$ cat config.mk
export PLATFORM = sky130hd
export DESIGN_NAME = cdc_debug_ctrl
export DESIGN_NICKNAME = d
export VERILOG_FILES = /design/src/design/cdc_sync3.v /design/src/design/cdc_debug_ctrl.v
export VERILOG_INCLUDE_DIRS = /design/src /design/src/design
export SDC_FILE = /design/constraint.sdc
export NUM_CORES = 1
export LEC_CHECK = 0
export BUFFER_PORTS_ARGS = -buffer_cell sky130_fd_sc_hd__buf_2
export CELL_PAD_IN_SITES_DETAIL_PLACEMENT = 1
export CELL_PAD_IN_SITES_GLOBAL_PLACEMENT = 1
export CORE_ASPECT_RATIO = 1.1
export CORE_UTILIZATION = 25
export CTS_BUF_LIST = sky130_fd_sc_hd__clkbuf_8
export DETAILED_ROUTE_END_ITERATION = 12
export PLACE_DENSITY_LB_ADDON = 0.1
export SYNTH_ARGS = -nofsm -noshare
export SYNTH_HDL_FRONTEND = slang
export SYNTH_SLANG_ARGS = --single-unit
$ cat constraint.sdc
create_clock -name clk_in -period 2 [get_ports clk_in]
set_clock_uncertainty 0.05 [all_clocks]
set_input_delay 0.5 -clock clk_in [delete_from_list [all_inputs] [get_ports clk_in]]
set_output_delay 0.5 -clock clk_in [all_outputs]
set_load 0.02 [all_outputs]
$ cat src/design/cdc_map.vh
// Constants for the debug entry and clock switch block.
`ifndef CDC_MAP_VH
`define CDC_MAP_VH
`define CDC_CTRL_MONITOR_BIT 4
`define CDC_CTRL_WIDTH 6
`define CDC_CTRL_RESET 6'h00
`define CDC_ABORT_NONE 2'h0
`define CDC_ABORT_DEBUG 2'h1
`define CDC_ABORT_MEMORY 2'h2
`define CDC_MODE_WIDTH 5
`define CDC_MODE_RESET 5'h00
`endif

$ cat src/design/cdc_sync3.v
// Three-stage input synchroniser with agreement of the last two stages.
`timescale 1ns/1ns
module cdc_sync3 (
  input wire clk_in,
  input wire reset_n_in,
  input wire async_in,
  output reg level_out
);
  reg s1_q;
  reg s2_q;
  reg s3_q;

  // The first stage is read only by the second; a change counts once the
  // second and third stages agree, filtering single-cycle glitches.
  always @(posedge clk_in or negedge reset_n_in) begin
    if (!reset_n_in) begin
      s1_q <= 1'b0;
      s2_q <= 1'b0;
      s3_q <= 1'b0;
      level_out <= 1'b0;
    end else begin
      s1_q <= async_in;
      s2_q <= s1_q;
      s3_q <= s2_q;
      if (s2_q == s3_q) begin
        level_out <= s3_q;
      end
    end
  end
endmodule // cdc_sync3

$ cat src/design/cdc_debug_ctrl.v
// Debug state entry, halt/monitor choice and core clock switching.
// What this block does
// - Break high during a load or store marks it watchpointed.
// - Halt acknowledge asserts whenever debug state is entered.
// - Breakpointed instructions are tagged, not run; entry at Execute.
// - Control bit 4 picks halt or abort on break and watch.
// - Branch or PC write before a tagged instruction cancels it.
// - Exception before Execute cancels breakpoint; refill flags it again.
// - Watchpoint taken only after the current instruction fully completes.
// - Watchpoint with pending exception enters debug in exception mode.
// - Halt request is synchronised, then taken at instruction end.
// - Synchronised request during coprocessor busy-wait enters debug at once.
// - In debug, request and sequential outputs show internal cycles.
// - In debug, aborts and interrupts are ignored.
// - Other memory outputs may change asynchronously in halt mode.
// - Monitor mode aborts; abort status tells debug from memory.
// - In monitor mode the memory interface behaves normally.
// - Ack as soon as entry is taken, in either clock phase, then debug clock at next falling edge.
// - Exit after final instruction and resume instruction; back to memory.
// - Serial test clocks core on debug clock; memory clock held low.
// - Debug clock pulses while halted, or in serial test in Run-Test/Idle under chain 0 INTEST.
// - With enable low, break and request ignored, ack forced low.
// - The clock driving the core is output on a clock pin.
`timescale 1ns/1ns
`include "cdc_map.vh"
module cdc_debug_ctrl (
  input wire clk_in,
  input wire reset_n_in,
  input wire mem_clock_in,
  input wire test_clock_in,
  input wire ext_break_in,
  input wire halt_request_in,
  input wire halt_logic_enable_in,
  input wire [`CDC_CTRL_WIDTH-1:0] debug_ctrl_in,
  input wire fetch_valid_in,
  input wire data_access_in,
  input wire execute_tagged_in,
  input wire instr_end_in,
  input wire flush_in,
  input wire exception_pending_in,
  input wire [`CDC_MODE_WIDTH-1:0] exception_mode_in,
  input wire cp_busy_wait_in,
  input wire abort_in,
  input wire irq_in,
  input wire mem_abort_in,
  input wire core_mem_request_n_in,
  input wire core_sequential_in,
  input wire restart_selected_in,
  input wire intest_chain0_in,
  input wire run_test_idle_in,
  input wire serial_test_in,
  output reg halt_ack_out,
  output reg fetch_tag_out,
  output reg cancel_instr_out,
  output reg take_abort_out,
  output reg [1:0] abort_status_out,
  output reg [`CDC_MODE_WIDTH-1:0] debug_mode_out,
  output reg abort_pass_out,
  output reg irq_pass_out,
  output reg mem_request_n_out,
  output reg sequential_cycle_out,
  output reg internal_halt_clock_out,
  output reg selected_clock_out,
  output reg halt_clock_select_out
);
  // Debug state sequence: run, wait for the memory clock fall, halted on
  // the debug clock, then wait for a memory clock rise to resume.
  localparam ST_RUN = 2'h0;
  localparam ST_WAIT_FALL = 2'h1;
  localparam ST_HALT = 2'h2;
  localparam ST_RESYNC = 2'h3;

  // Sampled pins, their edge history and the debug state.
  wire mclk_s;
  wire tck_s;
  wire brk_s;
  wire req_s;
  reg mclk_prev_q;
  reg tck_prev_q;
  reg [1:0] state_q;
  reg [1:0] state_d;
  reg watch_pend_q;
  reg req_pend_q;
  reg enable_q;
  wire mclk_rise;
  wire mclk_fall;
  wire tck_rise;
  wire monitor;
  wire in_halt;
  wire enter_now;
  wire halt_gate;

  ////////////////////////////////////////////////////////////////////////
  // Input synchronisers. The request is async, and both clocks and the
  // break line are sampled rather than used as clocks.
  // Each sampled line lags its pin by three to four system clocks, so a
  // memory clock faster than a quarter of the system clock is not seen.
  // Memory clock, sampled for its edges.
  cdc_sync3 u_sync_mclk (
    .clk_in(clk_in),
    .reset_n_in(reset_n_in),
    .async_in(mem_clock_in),
    .level_out(mclk_s)
  );
  // Test clock, sampled for its edges.
  cdc_sync3 u_sync_tck (
    .clk_in(clk_in),
    .reset_n_in(reset_n_in),
    .async_in(test_clock_in),
    .level_out(tck_s)
  );
  // External break line from the outside comparators.
  cdc_sync3 u_sync_brk (
    .clk_in(clk_in),
    .reset_n_in(reset_n_in),
    .async_in(ext_break_in),
    .level_out(brk_s)
  );
  // Halt request; only this filtered copy reaches the entry logic.
  cdc_sync3 u_sync_req (
    .clk_in(clk_in),
    .reset_n_in(reset_n_in),
    .async_in(halt_request_in),
    .level_out(req_s)
  );

  // Edge history of the sampled clocks.
  always @(posedge clk_in or negedge reset_n_in) begin
    if (!reset_n_in) begin
      mclk_prev_q <= 1'b0;
      tck_prev_q <= 1'b0;
      enable_q <= 1'b0;
    end else begin
      mclk_prev_q <= mclk_s;
      tck_prev_q <= tck_s;
      enable_q <= halt_logic_enable_in;
    end
  end

  assign mclk_rise = mclk_s & ~mclk_prev_q;
  assign mclk_fall = ~mclk_s & mclk_prev_q;
  assign tck_rise = tck_s & ~tck_prev_q;
  assign monitor = debug_ctrl_in[`CDC_CTRL_MONITOR_BIT];
  assign in_halt = (state_q != ST_RUN);

  ////////////////////////////////////////////////////////////////////////
  // Break tagging and watchpoint capture, both on the memory clock rise.
  // A tag is lost by a flush; refetch after an exception re-tags it.
  always @(posedge clk_in or negedge reset_n_in) begin
    if (!reset_n_in) begin
      fetch_tag_out <= 1'b0;
      watch_pend_q <= 1'b0;
      req_pend_q <= 1'b0;
    end else begin
      fetch_tag_out <= 1'b0;
      if (mclk_rise && enable_q && brk_s && fetch_valid_in) begin
        fetch_tag_out <= 1'b1;
      end
      // A new watch event wins over the clear at instruction end.
      if (mclk_rise && enable_q && brk_s && data_access_in) begin
        watch_pend_q <= 1'b1;
      end else if (instr_end_in || !enable_q) begin
        watch_pend_q <= 1'b0;
      end
      if (req_s && enable_q && !in_halt) begin
        req_pend_q <= 1'b1;
      end else if (enter_now || !enable_q) begin
        req_pend_q <= 1'b0;
      end
    end
  end

  // Entry conditions: tagged instruction at Execute unless flushed,
  // watchpoint at instruction end, request at end or during cp busy-wait.
  wire brk_hit = execute_tagged_in & ~flush_in & enable_q;
  wire watch_hit = watch_pend_q & instr_end_in;
  wire req_hit = req_pend_q & (instr_end_in | cp_busy_wait_in);
  wire halt_by_watch_exc = watch_hit & exception_pending_in;
  assign enter_now = (state_q == ST_RUN) & enable_q &
    (req_hit | ((brk_hit | watch_hit) & (~monitor | halt_by_watch_exc)));

  // The memory side must see internal cycles from the very edge at which
  // the acknowledge rises, so the bus gate also looks at the entry term.
  assign halt_gate = in_halt | enter_now;

  ////////////////////////////////////////////////////////////////////////
  // Monitor abort path and the abort status.
  always @(posedge clk_in or negedge reset_n_in) begin
    if (!reset_n_in) begin
      take_abort_out <= 1'b0;
      cancel_instr_out <= 1'b0;
      abort_status_out <= `CDC_ABORT_NONE;
      debug_mode_out <= `CDC_MODE_RESET;
    end else begin
      take_abort_out <= 1'b0;
      cancel_instr_out <= brk_hit | (req_hit & cp_busy_wait_in);
      if (monitor && !in_halt && (brk_hit || watch_hit) &&
          !halt_by_watch_exc) begin
        take_abort_out <= 1'b1;
        abort_status_out <= `CDC_ABORT_DEBUG;
      end else if (mem_abort_in && !in_halt) begin
        abort_status_out <= `CDC_ABORT_MEMORY;
      end
      if (enter_now && halt_by_watch_exc) begin
        debug_mode_out <= exception_mode_in;
      end
    end
  end

  ////////////////////////////////////////////////////////////////////////
  // Clock switch sequence: ack at entry in either phase, switch at falling edge,
  // resume after the restart instruction at a memory clock rise.
  always @* begin
    state_d = state_q;
    case (state_q)
      ST_RUN: begin
        if (enter_now) begin
          state_d = ST_WAIT_FALL;
        end
      end
      ST_WAIT_FALL: begin
        if (mclk_fall) begin
          state_d = ST_HALT;
        end
      end
      ST_HALT: begin
        if (restart_selected_in) begin
          state_d = ST_RESYNC;
        end
      end
      ST_RESYNC: begin
        if (mclk_rise) begin
          state_d = ST_RUN;
        end
      end
      default: begin
        state_d = ST_RUN;
      end
    endcase
  end

  // State register. Dropping the enable abandons debug state at once;
  // the core is then on the memory clock again, whatever the debugger
  // was doing, which is the price of a hard disable.
  always @(posedge clk_in or negedge reset_n_in) begin
    if (!reset_n_in) begin
      state_q <= ST_RUN;
    end else if (!enable_q) begin
      state_q <= ST_RUN;
    end else begin
      state_q <= state_d;
    end
  end

  ////////////////////////////////////////////////////////////////////////
  // Outputs. The debug clock follows the test clock only while halted, or
  // in serial test under chain 0 INTEST in Run-Test/Idle; a sampled copy
  // is coarse but glitch free, which is what matters for the core.
  wire halt_clk_en = (state_q == ST_HALT) |
    (serial_test_in & intest_chain0_in & run_test_idle_in);

  // Acknowledge and clock choice. The acknowledge rises with the entry
  // term so that it leads the clock switch by at least two system clocks.
  always @(posedge clk_in or negedge reset_n_in) begin
    if (!reset_n_in) begin
      halt_ack_out <= 1'b0;
      internal_halt_clock_out <= 1'b0;
      halt_clock_select_out <= 1'b0;
      selected_clock_out <= 1'b0;
    end else begin
      halt_ack_out <= enable_q & halt_gate;
      internal_halt_clock_out <= halt_clk_en & tck_s & ~tck_rise;
      halt_clock_select_out <= (state_q == ST_HALT) | serial_test_in;
      selected_clock_out <= ((state_q == ST_HALT) | serial_test_in) ?
        (halt_clk_en & tck_s) : mclk_s;
    end
  end

  ////////////////////////////////////////////////////////////////////////
  // Memory side. Only the request and sequential lines are steadied here;
  // the core's address and other memory outputs may move at any time while
  // halted, so the memory controller must not act on them then.
  // Aborts and interrupts are held off for the whole of debug state.
  always @(posedge clk_in or negedge reset_n_in) begin
    if (!reset_n_in) begin
      mem_request_n_out <= 1'b1;
      sequential_cycle_out <= 1'b0;
      abort_pass_out <= 1'b0;
      irq_pass_out <= 1'b0;
    end else begin
      mem_request_n_out <= halt_gate ? 1'b1 : core_mem_request_n_in;
      sequential_cycle_out <= halt_gate ? 1'b0 : core_sequential_in;
      abort_pass_out <= abort_in & ~halt_gate;
      irq_pass_out <= irq_in & ~halt_gate;
    end
  end
endmodule // cdc_debug_ctrl

==> out/qor.yml <==
status: "finished, final reports clean"
antenna_found_initial: 0
largest_register_ffs: 5
place.gp.congestion: 0.701
path_delay_family: "simple AND/OR/NAND/NOR gates"
initial_core_util_pct: 26.1
drc: 0
detail-route-antenna-nets: 0
synth.most_common_cell: "dfrtp_1"
timing.final.ws_setup_ns: 0.327
cts.sinks: 41
dr_wl_met3_um: 195
crit_required_ns: 2.12
met1_length_um: 1280
crit_fanout: 5
yosysTopAreaCell: "dfrtp_1"
rows: 29
tns_ns: 0
drt_wl_total_um: 2940
final.hold.worst_slack_ns: 0.129
ys_seq_area_share_pct: 67.8
dieArea_um2: 6380
p_seq_share_pct: 45.4
crit_path_cell_trace: "inv_1 > ha_1 > inv_2 > or3_4 > mux2_4"
coreArea_um2: 5810
hp-class: "in2async"
power_frac_clock_pct: 29.6
maxSlewHeadroom_pct: 65.6
fillCellCount: 662
grt_remaining_overflow: 0
finalSetupViolCount: 0
timing.final.crit_share_pct: 83.6
critPathSlowestCell: "or3_4"
place_area_um2: 1850
htreeDepth: 2
holdBufCountCts: 0
wl_met2_um: 1400
grt_pass1_vias: 1073
intPower_uw: 1590
crit_arrival_ns: 1.79
synth_warnings: 0
crit_buf_inv: 2
port_buffers: 46
fin_area_um2: 1960
comb_power_share_pct: 25.0
avgRoutedWirePerCell_um: 12.2
grt_max_degree: 23
dr.pass1.iters: 4
final-hold-violation-count: 0
drtIter0Drc: 9
ios: 52
synthCells: 111
max-vdd-ir-drop_v: 0.000404
fmax_mhz: 598
cts.clk_slew.worst_paths_ns: 0.07
finalPower_uw: 2250
largestRegisters: "debug_mode_out (5), abort_status_out (2), state_q (2)"
slew_viol_final: 0
synth_top_area_share_pct: 66.1
synthArstFlopShare_pct: 100
maxCapViolations: 0
synth.distinct_cells: 28
start_kind: "flop"
avgSynthCellArea_um2: 13.7
power.switching_uw: 657
ys_top_cells_by_area: "dfrtp_1 66%, mux2_4 5.0%, ha_1 3.3%"
critPathMaxStageDelay_ns: 0.44
regMostFlops: "debug_mode_out"
grtUsageTotal_pct: 10.5
dieHeight_um: 83.7
syn_nets: 149
synth_seq_cells: 41
synth_edf_count: 0
drive_above_1_share_pct: 40.6
end_kind: "flop"
tritoncts: "done"
vias: 995
period_needed_ns: 1.67
syn_area_um2: 1520
via_per_inst: 4.11
crit_type: "reg2reg"
rsz0062_at_grt: "false"
cts_root_buf: "clkbuf_8"
clk_latency_ns: 0.28
dp_hpwl_um: 2250
top_layer: "met4"
yosys-top-cells-count: "40 x dfrtp_1, 11 x inv_1, 9 x nand2_1, 7 x nor2_1"
cts_buffers: 5
post_cts_buffers: 0
switching_share_pct: 29.2
areaGrowthSynthToFinish_pct: 29.6
cts_resized: 0
p_leak_uw: 0.00104
pre_cts_slack_ns: 0.232
cellPowerDensity_nw_per_um2: 1150
grt_pass1_wl_um: 5110
worst_pin_slew_ns: 0.517
diodes: 0
yosys_most_used_dff: "dfrtp_1"
cts.path.max_buffers: 2
finalNetCount: 202
die_w_um: 76.2
[placed cells by master (no fill, tap or decap), types with 2 or more instances in the layout]
master,count
buf_2,46
o21ai_1,2
maj3_1,4
dfrtp_1,40
nand2_1,9
inv_1,12
clkbuf_8,6
a21oi_1,5
ha_1,4
nand2b_1,2
mux2_4,5
nor2_1,7
mux2i_1,2
a21o_1,2
or2_2,2
[power groups by stage]
stage / registers [uW] / logic (uW) / clock network, uW
after floorplan: 1130 / 285 / 0
after CTS: 1020 / 577 / 701
after global placement: 1030 / 562 / 0
after global routing: 1040 / 630 / 731
after detailed placement: 1040 / 576 / 0
final: 1020 / 563 / 666
[worst reg2reg max path: cells and delay by family (launching register included)]
family / cells / cell delay [ns]
DFF: 1 / 0.42
adders and majority gates: 1 / 0.18
and+or+nand+nor: 1 / 0.44
muxes: 1 / 0.32
buffers and inverters: 2 / 0.15
[through the flow]
stage / util [%] / instances
3_5_place_dp: 31.8 / 234
3_3_place_gp: 31.8 / 234
4_1_cts: 33.8 / 242
2_1_floorplan: - / 111
6_report: 33.8 / 242
5_1_grt: 33.8 / 242
[layer usage]
metal	global-route usage (%)	vias to the layer above
met5	0	-
met4	5.24	0
met2	16.5	31
met3	3.83	8
li1	-	466
met1	12.5	490
[layout make-up]
| class | instances | area, um^2 | area share [%] |
|---|---|---|---|
| Clock buffer | 6 | 82.6 | 4.21 |
| Clock inverter | 2 | 33.8 | 1.72 |
| Inverter | 12 | 45.0 | 2.29 |
| Multi-Input combinational cell | 56 | 420 | 21.4 |
| Sequential cell | 41 | 1030 | 52.3 |
| Tap cell | 77 | 96.3 | 4.91 |
| Timing Repair Buffer | 48 | 258 | 13.1 |
[cells by family after synthesis]
kind of cell | after synthesis | share of synthesized area [%]
AOI/OAI and AO/OA | 17 | 7.68
muxes | 7 | 6.28
DFF | 41 | 67.8
buffers and inverters | 14 | 4.46
adders and majority gates | 8 | 5.95
and+or+nand+nor | 24 | 7.85
[worst paths after layout]
kind                                                 from  depth (start not counted)                                end  slack (ns)
worst max-delay path               state_q[0]$_DFFE_PN0P_                          5      debug_mode_out[1]$_DFFE_PN0P_        0.33
worst max register to register     state_q[0]$_DFFE_PN0P_                          5      debug_mode_out[1]$_DFFE_PN0P_        0.33
worst min-delay path                           reset_n_in                          1  internal_halt_clock_out$_DFF_PN0_        0.13
worst min register to register  u_sync_tck.s1_q$_DFF_PN0_                          0          u_sync_tck.s2_q$_DFF_PN0_        0.30
max in group asynchronous                      reset_n_in                          2        mem_request_n_out$_DFF_PN1_        1.20
min in group clk_in                  halt_logic_enable_in                          1                 enable_q$_DFF_PN0_        0.27
Note: power is estimated with default switching activity, not from simulation.
